==> config.mk <==
export PLATFORM = sky130hd
export DESIGN_NAME = lam_mapper
export DESIGN_NICKNAME = d
export VERILOG_FILES = /design/src/core/lam_pkg.sv /design/src/core/lam_mapper.sv
export SDC_FILE = /design/constraint.sdc
export NUM_CORES = 2
export LEC_CHECK = 0
export ABC_CLOCK_PERIOD_IN_PS = 4600
export BUFFER_PORTS_ARGS = -buffer_cell sky130_fd_sc_hd__buf_4
export CELL_PAD_IN_SITES_DETAIL_PLACEMENT = 0
export CELL_PAD_IN_SITES_GLOBAL_PLACEMENT = 2
export CORE_MARGIN = 4
export CORE_UTILIZATION = 40
export DETAILED_ROUTE_END_ITERATION = 8
export MAX_ROUTING_LAYER = met4
export PLACE_DENSITY_LB_ADDON = 0.1
export SYNTH_ARGS = -nofsm -noshare
export SYNTH_HDL_FRONTEND = slang
export SYNTH_SLANG_ARGS = --single-unit
==> constraint.sdc <==
create_clock -name clk_i -period 4.6 [get_ports clk_i]
set_input_delay 0.46 -clock clk_i [delete_from_list [all_inputs] [get_ports clk_i]]
set_output_delay 0.46 -clock clk_i [all_outputs]
set_load 0.02 [all_outputs]
==> src/core/lam_pkg.sv <==
// Package for the logical address mapper: register map, fields and carriers.
package lam_pkg;
  // Register byte offsets; map and page-protect blocks are 16 words each.
  localparam logic [7:0] LAM_OFF_PSW1 = 8'h00;
  localparam logic [7:0] LAM_OFF_PSW2 = 8'h04;
  localparam logic [7:0] LAM_OFF_OLD = 8'h08;
  localparam logic [1:0] LAM_BLK_MAP = 2'h1;
  localparam logic [1:0] LAM_BLK_PROT = 2'h2;
  // Status word one, numbered from the lsb as bit 0.
  localparam int LAM_P1_PRIVILEGED_FLAG = 31;
  localparam int LAM_P1_CC_HI = 30;
  localparam int LAM_P1_CC_LO = 27;
  localparam int LAM_P1_EXT = 26;
  localparam int LAM_P1_LAST_RIGHT_HALFWORD_FLAG = 25;
  localparam int LAM_P1_ARITH_TRAP_MASK = 24;
  localparam int LAM_P1_SDW = 23;
  localparam int LAM_P1_MAPD = 22;
  localparam int LAM_P1_RSV_HI = 21;
  localparam int LAM_P1_RSV_LO = 19;
  localparam int LAM_P1_PC_HI = 18;
  localparam int LAM_P1_PC_LO = 2;
  localparam int LAM_P1_NR = 1;
  localparam int LAM_P1_BLK = 0;
  // Bits 0, 22 and 23 exist only in the displayed word.
  localparam logic [31:0] LAM_P1_DISP_MASK = 32'h00c0_0001;
  localparam logic [31:0] LAM_P1_RSV_MASK = 32'h0038_0000;
  localparam logic [31:0] LAM_P1_RESET = 32'h8000_0000;
  // Status word two.
  localparam int LAM_P2_MODE_HI = 31;
  localparam int LAM_P2_MODE_LO = 30;
  localparam int LAM_P2_BASE_PROCESS_INDEX_HI = 29;
  localparam int LAM_P2_BASE_PROCESS_INDEX_LO = 18;
  localparam logic [31:0] LAM_P2_RESET = 32'h0000_0000;
  localparam logic [1:0] LAM_MODE_UNMAPPED = 2'h0;
  // Page entry layout.
  localparam int LAM_PE_VALID = 15;
  localparam int LAM_PE_PROT = 14;
  localparam int LAM_PE_PPN_HI = 11;
  localparam int LAM_PE_PPN_LO = 0;
  localparam logic [15:0] LAM_PE_RESET = 16'h0000;
  // Address geometry.
  localparam int LAM_LADDR_W = 19;
  localparam int LAM_PADDR_W = 24;
  localparam int LAM_PAGE_OFS_W = 15;
  localparam int LAM_PPN_USED_W = 9;
  localparam int LAM_PROT_PG_HI = 18;
  localparam int LAM_PROT_PG_LO = 11;

  typedef struct packed {
    logic valid;
    logic fetch;
    logic write;
    logic use_index;
    logic bit_op;
    logic [2:0] bit_sel;
    logic ext_space;
    logic [18:0] laddr;
  } lam_req_s;

  typedef struct packed {
    logic valid;
    logic granted;
    logic prot_fault;
    logic page_fault;
    logic fetch_fault;
    logic [23:0] paddr;
    logic [7:0] bit_mask;
  } lam_resp_s;
endpackage : lam_pkg

==> src/core/lam_mapper.sv <==
// Logical address mapper: translation, write protection and status words.
`timescale 1ns/1ps
module lam_mapper (
  // Clock, reset and enable
  input wire logic clk_i,
  input wire logic rst_n_i,
  input wire logic en_i,
  // Register port
  input wire logic [7:0] reg_addr_i,
  input wire logic [31:0] reg_wdata_i,
  input wire logic reg_we_i,
  input wire logic reg_re_i,
  output logic [31:0] reg_rdata_o,
  // Processor address path
  input wire lam_pkg::lam_req_s req_i,
  input wire logic [31:0] index_i,
  output lam_pkg::lam_resp_s resp_o,
  // Branch and status events
  input wire logic br_valid_i,
  input wire logic br_indirect_i,
  input wire logic [18:0] br_target_i,
  input wire logic [31:0] br_ind_word_i,
  input wire logic save_old_i,
  input wire logic last_right_i,
  input wire logic arith_exc_i,
  input wire logic blocked_i,
  input wire logic sdw_mode_i,
  // Status outputs
  output logic privileged_flag_o,
  output logic extended_index_enable_o,
  output logic next_right_halfword_flag_o,
  output logic mapped_o,
  output logic [11:0] base_process_index_o,
  output logic arith_trap_o,
  output logic [31:0] psw1_mem_o
);
  import lam_pkg::*;

  ////////////////////////////////////////////////////////////////////////////
  logic [31:0] psw1_q;
  logic [31:0] psw2_q;
  logic [31:0] old_q;
  logic [15:0] map_q [32];
  logic [15:0] prot_q [16];
  logic mapped;
  logic ext_on;
  logic privileged_flag;
  lam_resp_s resp_d;

  // Word index into the map or protect block.
  function automatic logic [3:0] lam_word(input logic [7:0] a);
    return a[5:2];
  endfunction : lam_word

  // Block selector: 1 for the map, 2 for the page-protect registers.
  function automatic logic [1:0] lam_blk(input logic [7:0] a);
    return a[7:6];
  endfunction : lam_blk

  // Displayed first status word, with live-only bits filled in.
  function automatic logic [31:0] lam_disp(input logic [31:0] p,
                                           input logic s, input logic m,
                                           input logic b);
    logic [31:0] r;
    r = p & ~LAM_P1_DISP_MASK;
    r[LAM_P1_SDW] = s;
    r[LAM_P1_MAPD] = m;
    r[LAM_P1_BLK] = b;
    return r;
  endfunction : lam_disp

  assign mapped =
    psw2_q[LAM_P2_MODE_HI:LAM_P2_MODE_LO] != LAM_MODE_UNMAPPED;
  assign ext_on = psw1_q[LAM_P1_EXT];
  assign privileged_flag = psw1_q[LAM_P1_PRIVILEGED_FLAG];

  ////////////////////////////////////////////////////////////////////////////
  // Status word one: bus writes, then branches, which win on the pc field.
  always_ff @(posedge clk_i or negedge rst_n_i) begin
    if (!rst_n_i) begin
      psw1_q <= LAM_P1_RESET;
    end else if (en_i) begin
      if (reg_we_i && reg_addr_i == LAM_OFF_PSW1) begin
        psw1_q <= reg_wdata_i & ~LAM_P1_DISP_MASK &
                  ~LAM_P1_RSV_MASK;
      end
      if (br_valid_i) begin
        psw1_q[LAM_P1_PC_HI:LAM_P1_NR] <= br_target_i[18:1];
        if (br_indirect_i) begin
          psw1_q[LAM_P1_CC_HI:LAM_P1_CC_LO] <=
            br_ind_word_i[LAM_P1_CC_HI:LAM_P1_CC_LO];
        end
      end
    end
  end

  // Status word two; a switch to unmapped never touches the map itself.
  always_ff @(posedge clk_i or negedge rst_n_i) begin
    if (!rst_n_i) begin
      psw2_q <= LAM_P2_RESET;
    end else if (en_i && reg_we_i && reg_addr_i == LAM_OFF_PSW2) begin
      psw2_q <= reg_wdata_i;
    end
  end

  // Saved old status word carries the last-right-halfword history bit.
  always_ff @(posedge clk_i or negedge rst_n_i) begin
    if (!rst_n_i) begin
      old_q <= 32'h0000_0000;
    end else if (en_i && save_old_i) begin
      old_q <= psw1_q & ~LAM_P1_DISP_MASK;
      old_q[LAM_P1_LAST_RIGHT_HALFWORD_FLAG] <= last_right_i;
    end
  end

  ////////////////////////////////////////////////////////////////////////////
  // Map words: even page in the upper half, odd page in the lower half.
  always_ff @(posedge clk_i or negedge rst_n_i) begin
    if (!rst_n_i) begin
      for (int i = 0; i < 32; i++) begin
        map_q[i] <= LAM_PE_RESET;
      end
    end else if (en_i && reg_we_i &&
                 lam_blk(reg_addr_i) == LAM_BLK_MAP) begin
      map_q[{lam_word(reg_addr_i), 1'b0}] <= reg_wdata_i[31:16];
      map_q[{lam_word(reg_addr_i), 1'b1}] <= reg_wdata_i[15:0];
    end
  end

  // Page-protect registers, one bit for each 512-word page.
  always_ff @(posedge clk_i or negedge rst_n_i) begin
    if (!rst_n_i) begin
      for (int i = 0; i < 16; i++) begin
        prot_q[i] <= 16'h0000;
      end
    end else if (en_i && reg_we_i &&
                 lam_blk(reg_addr_i) == LAM_BLK_PROT) begin
      prot_q[lam_word(reg_addr_i)] <= reg_wdata_i[15:0];
    end
  end

  ////////////////////////////////////////////////////////////////////////////
  // Register reads answer one cycle later; unmapped offsets read zero.
  always_ff @(posedge clk_i or negedge rst_n_i) begin
    if (!rst_n_i) begin
      reg_rdata_o <= 32'h0000_0000;
    end else if (en_i) begin
      reg_rdata_o <= 32'h0000_0000;
      if (reg_re_i) begin
        if (reg_addr_i == LAM_OFF_PSW1) begin
          reg_rdata_o <= lam_disp(psw1_q, sdw_mode_i, mapped,
                                  blocked_i);
        end else if (reg_addr_i == LAM_OFF_PSW2) begin
          reg_rdata_o <= psw2_q;
        end else if (reg_addr_i == LAM_OFF_OLD) begin
          reg_rdata_o <= old_q;
        end else if (lam_blk(reg_addr_i) == LAM_BLK_MAP) begin
          reg_rdata_o <= {map_q[{lam_word(reg_addr_i), 1'b0}],
                          map_q[{lam_word(reg_addr_i), 1'b1}]};
        end else if (lam_blk(reg_addr_i) == LAM_BLK_PROT) begin
          reg_rdata_o <= {16'h0000, prot_q[lam_word(reg_addr_i)]};
        end
      end
    end
  end

  ////////////////////////////////////////////////////////////////////////////
  // Translation and protection, decided in one cycle.
  always_comb begin
    logic [4:0] page;
    logic [15:0] ent;
    logic [23:0] pa;
    logic [7:0] pg;
    logic wprot;
    page = {req_i.ext_space, req_i.laddr[18:15]};
    ent = map_q[page];
    pa = {5'h00, req_i.laddr};
    pg = 8'h00;
    wprot = 1'b0;
    resp_d = '0;
    resp_d.valid = req_i.valid;
    if (mapped) begin
      pa = {ent[LAM_PE_PPN_LO +: LAM_PPN_USED_W],
            req_i.laddr[LAM_PAGE_OFS_W-1:0]};
      resp_d.page_fault = !ent[LAM_PE_VALID] ||
                          (req_i.ext_space && !ext_on);
      resp_d.fetch_fault = req_i.fetch && req_i.ext_space;
      wprot = ent[LAM_PE_PROT];
    end else begin
      if (ext_on && req_i.use_index) begin
        pa = index_i[23:0] + {5'h00, req_i.laddr};
      end
      resp_d.fetch_fault = req_i.fetch && pa[23:19] != 5'h00;
      pg = pa[LAM_PROT_PG_HI:LAM_PROT_PG_LO];
      wprot = pa[23:19] == 5'h00 && prot_q[pg[7:4]][pg[3:0]];
    end
    resp_d.prot_fault = req_i.write && wprot && !privileged_flag;
    resp_d.paddr = pa;
    resp_d.bit_mask = req_i.bit_op ? 8'h80 >> req_i.bit_sel : 8'h00;
    resp_d.granted = req_i.valid && !resp_d.page_fault &&
                     !resp_d.fetch_fault && !resp_d.prot_fault;
  end

  always_ff @(posedge clk_i or negedge rst_n_i) begin
    if (!rst_n_i) begin
      resp_o <= '0;
    end else if (en_i) begin
      resp_o <= resp_d;
    end
  end

  ////////////////////////////////////////////////////////////////////////////
  // Status outputs, all registered.
  always_ff @(posedge clk_i or negedge rst_n_i) begin
    if (!rst_n_i) begin
      privileged_flag_o <= 1'b0;
      extended_index_enable_o <= 1'b0;
      next_right_halfword_flag_o <= 1'b0;
      mapped_o <= 1'b0;
      base_process_index_o <= 12'h000;
      arith_trap_o <= 1'b0;
      psw1_mem_o <= 32'h0000_0000;
    end else if (en_i) begin
      privileged_flag_o <= privileged_flag;
      extended_index_enable_o <= ext_on;
      next_right_halfword_flag_o <= psw1_q[LAM_P1_NR];
      mapped_o <= mapped;
      base_process_index_o <= psw2_q[LAM_P2_BASE_PROCESS_INDEX_HI:LAM_P2_BASE_PROCESS_INDEX_LO];
      arith_trap_o <= arith_exc_i && psw1_q[LAM_P1_ARITH_TRAP_MASK];
      psw1_mem_o <= psw1_q & ~LAM_P1_DISP_MASK;
    end
  end

  ////////////////////////////////////////////////////////////////////////////
  // Checks. The core holds its state while en_i is low; all checks but a_reserved_zero qualify on en_i.
  a_unmapped_direct: assert property (
    @(posedge clk_i) disable iff (!rst_n_i)
    en_i && req_i.valid && !mapped && !ext_on ##1 en_i |->
      resp_o.paddr == {5'h00, $past(req_i.laddr)})
    else $error("unmapped address not passed through");

  a_bit_select: assert property (
    @(posedge clk_i) disable iff (!rst_n_i)
    en_i && req_i.bit_op ##1 en_i |->
      resp_o.bit_mask == (8'h80 >> $past(req_i.bit_sel)))
    else $error("bit mask does not match register field");

  a_ext_index: assert property (
    @(posedge clk_i) disable iff (!rst_n_i)
    en_i && !mapped && ext_on && req_i.use_index ##1 en_i |->
      resp_o.paddr == $past(index_i[23:0]) + {5'h00, $past(req_i.laddr)})
    else $error("extended index sum wrong");

  a_high_fetch: assert property (
    @(posedge clk_i) disable iff (!rst_n_i)
    en_i && req_i.valid ##1 en_i && !$past(mapped) && $past(req_i.fetch) &&
      resp_o.paddr[23:19] != 5'h00 |-> resp_o.fetch_fault && !resp_o.granted)
    else $error("fetch above first 512 KB not refused");

  a_ext_fetch: assert property (
    @(posedge clk_i) disable iff (!rst_n_i)
    en_i && mapped && req_i.fetch && req_i.ext_space ##1 en_i |->
      !resp_o.granted)
    else $error("fetch from extended operand page granted");

  a_map_protect: assert property (
    @(posedge clk_i) disable iff (!rst_n_i)
    en_i && mapped && req_i.write && !privileged_flag &&
      map_q[{req_i.ext_space, req_i.laddr[18:15]}][LAM_PE_PROT] ##1 en_i |->
      resp_o.prot_fault)
    else $error("write to protected page not blocked");

  a_privileged_flag_override: assert property (
    @(posedge clk_i) disable iff (!rst_n_i)
    en_i && privileged_flag ##1 en_i |-> !resp_o.prot_fault)
    else $error("privileged write flagged");

  a_branch_pc: assert property (
    @(posedge clk_i) disable iff (!rst_n_i)
    en_i && br_valid_i |=>
      psw1_q[LAM_P1_PC_HI:LAM_P1_NR] == $past(br_target_i[18:1]) ##1
      !en_i || next_right_halfword_flag_o == $past(br_target_i[1], 2))
    else $error("branch target not loaded");

  a_reserved_zero: assert property (
    @(posedge clk_i) disable iff (!rst_n_i)
    (psw1_q & LAM_P1_RSV_MASK) == 32'h0000_0000)
    else $error("reserved status bits set");

  a_store_copy: assert property (
    @(posedge clk_i) disable iff (!rst_n_i)
    en_i |=> (psw1_mem_o & LAM_P1_DISP_MASK) == 32'h0000_0000)
    else $error("display-only bits in stored copy");

  a_trap_mask: assert property (
    @(posedge clk_i) disable iff (!rst_n_i)
    en_i && arith_exc_i && !psw1_q[LAM_P1_ARITH_TRAP_MASK] |=> !arith_trap_o)
    else $error("masked arithmetic trap raised");

  a_mode_decode: assert property (
    @(posedge clk_i) disable iff (!rst_n_i)
    en_i |=> mapped_o == ($past(psw2_q[31:30]) != 2'h0))
    else $error("map mode decode wrong");

  a_page_valid: assert property (
    @(posedge clk_i) disable iff (!rst_n_i)
    en_i && mapped && req_i.valid &&
      !map_q[{req_i.ext_space, req_i.laddr[18:15]}][LAM_PE_VALID] ##1 en_i |->
      resp_o.page_fault && !resp_o.granted)
    else $error("access through invalid page granted");

  a_mapped_addr: assert property (
    @(posedge clk_i) disable iff (!rst_n_i)
    en_i && mapped && req_i.valid ##1 en_i |->
      resp_o.paddr[LAM_PAGE_OFS_W-1:0] ==
      $past(req_i.laddr[LAM_PAGE_OFS_W-1:0]))
    else $error("mapped page offset altered");

  a_cc_indirect: assert property (
    @(posedge clk_i) disable iff (!rst_n_i)
    en_i && br_valid_i && br_indirect_i |=>
      psw1_q[LAM_P1_CC_HI:LAM_P1_CC_LO] ==
      $past(br_ind_word_i[LAM_P1_CC_HI:LAM_P1_CC_LO]))
    else $error("indirect branch condition codes not copied");

  a_old_history: assert property (
    @(posedge clk_i) disable iff (!rst_n_i)
    en_i && save_old_i |=> old_q[LAM_P1_LAST_RIGHT_HALFWORD_FLAG] == $past(last_right_i))
    else $error("history bit not saved");

  a_map_kept: assert property (
    @(posedge clk_i) disable iff (!rst_n_i)
    en_i && reg_we_i && reg_addr_i == LAM_OFF_PSW2 |=>
      map_q[0] == $past(map_q[0]) && map_q[31] == $past(map_q[31]))
    else $error("status load disturbed the map");
endmodule : lam_mapper

==> results.json <==
{
  "cp_slowest_stage_delay_ps": 440,
  "combPwrFrac_pct": 14.1,
  "cp_max_fo": 6,
  "io_buffers": 237,
  "layout.nets": 3994,
  "globalplace.congestion": 0.8786,
  "synthesis.area_sq_mm": 0.04929,
  "rows": 128,
  "cap_violations": 0,
  "cts_sinks": 961,
  "fin_tns_setup_ps": 0,
  "synth-async-reset-ratio_pct": 100.0,
  "timing.rr.start": "psw1_q[26]",
  "critPathBufInv": 4,
  "grt_overflow": 0,
  "dp_cells": 5316,
  "irDropWorstVdd_uv": 268.8,
  "layout_min_cycle_time_ps": 4002,
  "cts_max_level": 3,
  "layout.cells.non_filler": 5538,
  "hold_violations": 0,
  "avgViaCountPerCell": 6.016,
  "syn_inst": 3560,
  "grtUsageTotal_pct": 26.70,
  "slew_viol_final": 0,
  "synth_ff_type": "dfrtp_1",
  "io_pins": 281,
  "finalCritPeriodShare_pct": 87.00,
  "finalSetupViolations": 0,
  "fmax_mhz": 249.9,
  "critPathSlowestCell": "a311o_1",
  "clk_pin_slew_ps": 60,
  "core_sq_mm": 0.1220,
  "sw_frac_of_total_pct": 26.48,
  "via_count": 33316,
  "layout-drive-gt1-share_pct": 49.31,
  "grt_pass1_wl_um": 250100,
  "drc": 0,
  "grt_antenna_before_repair": 9,
  "ys_seq_area_share_pct": 48.79,
  "outcome": "finished, final reports clean",
  "arrival_ps": 4590,
  "cp_top_family": "compound AO/OA/AOI/OAI gates",
  "grtUsageMet2_pct": 42.98,
  "intPower_w": 0.01623,
  "ys_seq_elements": 961,
  "hpwlAfterDp_um": 113700,
  "cts_buffers": 112,
  "seq_power_share_pct": 43.9,
  "globalRouteMet1Util_pct": 35.40,
  "skew_ps": 32.37,
  "clk_latency_ps": 720,
  "slew_headroom_pct": 22.17,
  "first_pass_iters": 6,
  "die_w_um": 359.0,
  "holdWs_ps": 54.52,
  "die_area_sq_mm": 0.1289,
  "wl_per_cell_um": 30.40,
  "power.density_mw_per_mm2": 380.1,
  "grt_use_met3_pct": 3.517,
  "cp-end-kind": "register",
  "ant_nets": 0,
  "cts_buffer_depth": 3,
  "grt_max_degree": 109,
  "cts-root-buf": "clkbuf_16",
  "worst_pin_slew_ps": 1165,
  "min-delay-start": "br_target_i[17]",
  "drtIter0Drc": 2618,
  "power.total_w": 0.02207,
  "cp-startpoint": "req_i[1]",
  "grt_setup_unrepaired": "false",
  "yosys_warnings": 0,
  "crit_required_ps": 5190,
  "synthToLayoutAreaGrowth_pct": 17.80,
  "cp_common_cell": "buf_4",
  "crit_chain": "buf_4, ha_1, a211o_1, a211o_1, a211oi_2, buf_4, mux2i_1, a211oi_2, nand2_1, buf_4, a31oi_1, a22oi_1, nand2_1, a311o_1, o41ai_2, buf_4, o21ai_1",
  "critPathKind": "input port to register",
  "synth.avg_cell_area_sq_um": 13.85,
  "totalWireLength_um": 168300,
  "die_y_um": 359.0,
  "worst_setup_path_start_kind": "input port",
  "start_util_pct": 40.39,
  "pwr-share-clk_pct": 42.0,
  "tritoncts": "done",
  "min-delay-path-class": "input port to register",
  "grt_pass1_vias": 34973,
  "fin_util_pct": 47.58,
  "busiest_layer": "met2",
  "switchingPower_w": 0.005845,
  "synth-edff-count": 0,
  "leakage_nw": 26.40,
  "yosysUniqueCellTypes": 77
}
## worst paths after layout
kind	to	cells after the start	slack [ps]
max reg2reg	resp_o[34]	16	690
min reg2reg	resp_o[30]	1	490
max in group asynchronous	map_q[407]	3	2880
min in group asynchronous	map_q[250]	2	360
max	resp_o[34]	17	600
min	psw1_q[17]	3	50
## Yosys cell counts, drive strengths merged, types with 29 or more instances
library cell    n  share of area (%)
nand2         266                2.1
mux4          350                 16
a22oi          32               0.49
buf            86               0.82
a31oi          35               0.44
a211oi         29               0.45
o21ai          64               0.66
dfrtp         960                 49
nor2           85               0.65
nor3           29               0.29
a21oi          89               0.90
nand3          75               0.76
clkbuf        235                1.8
mux2          882                 20
mux2i          44               0.92
## worst register-to-register path, stage by stage (launching register included)
cell      delay (ps)
dfrtp_1          450
nand2_1          300
buf_4            280
nor2_1           170
inv_1            120
mux2_2           320
nand2_4          170
buf_12           270
mux2i_1          250
a211oi_1          90
a31oi_1          230
mux2i_1          160
a21oi_1          220
nor3_1            80
o41ai_2          370
buf_4            230
o21ai_1           90
## flip-flops by register name, indices dropped and copies added, names as in the netlist
name                  flops
psw1_q                   26
old_q                    26
psw2_q                   32
resp_o                   37
map_q                   512
prot_q                  256
psw1_mem_o               25
arith_trap_o              1
reg_rdata_o              32
privileged_flag_o         1
mapped_o                  1
base_process_index_o     12
## cell usage in the layout (no fill, tap or decap), types with 28 or more instances in the layout
cell	n
dfrtp_1	960
mux2_2	882
buf_4	404
mux4_2	350
nand2_1	259
clkbuf_16	114
a21oi_1	89
nand3_1	72
nor2_1	64
o21ai_0	60
mux2i_1	43
buf_12	40
a31oi_1	35
clkbuf_8	35
a22oi_1	32
clkinv_2	28
## final cells by class
type,instances,area (sq um)
tap,1625,2033
fill,10781,63970
multi-input combinational,2265,24060
sequential,961,24050
inverter,18,67.56
timing repair buffer,453,3938
clock inverter,49,526.8
antenna,5,12.51
clock buffer,162,3373
## layer usage
| layer | vias to the layer above | routed length, um |
|---|---|---|
| li1 | 14037 | - |
| met2 | 990 | 82850 |
| met4 | 0 | 5339 |
| met5 | - | 0 |
| met1 | 18031 | 72300 |
| met3 | 258 | 7844 |
## logic make-up (layout without fill, tap and decap cells)
kind of cell	Yosys count	in the layout	share of synthesized area, %
DFF	961	961	48.79
xor gates and xnor gates	19	19	0.3376
adders and majority gates	20	20	0.5229
muxes	1276	1276	37.06
and+or+nand+nor	536	536	4.846
AOI/OAI and AO/OA	408	408	5.689
buffers and inverters	339	682	2.747
other	1	11	0.007608
## what timing repair did
item / in CTS / in global routing
hold endpoints to repair: 86 / 0
resized for setup: 0 / 0
hold buffers: 6 / 0
setup buffers: 0 / 0
## stage by stage
stage,cell area (sq um),worst slack (ps)
floorplan,49310,801.5
global placement,54090,-12.53
detailed placement,54090,-65.80
CTS,58050,687.5
global route,58060,460.3
finish,58060,598.0
## power groups by stage
stage / Combinational [W] / Clock [W] / Sequential (W)
6_report: 0.00310 / 0.00928 / 0.00969
5_1_grt: 0.00333 / 0.00985 / 0.00977
4_1_cts: 0.00314 / 0.00950 / 0.00968
3_5_place_dp: 0.00313 / 0 / 0.00983
3_3_place_gp: 0.00306 / 0 / 0.00977
2_1_floorplan: 0.00183 / 0 / 0.00972
Note: power is estimated with default switching activity, not from simulation.
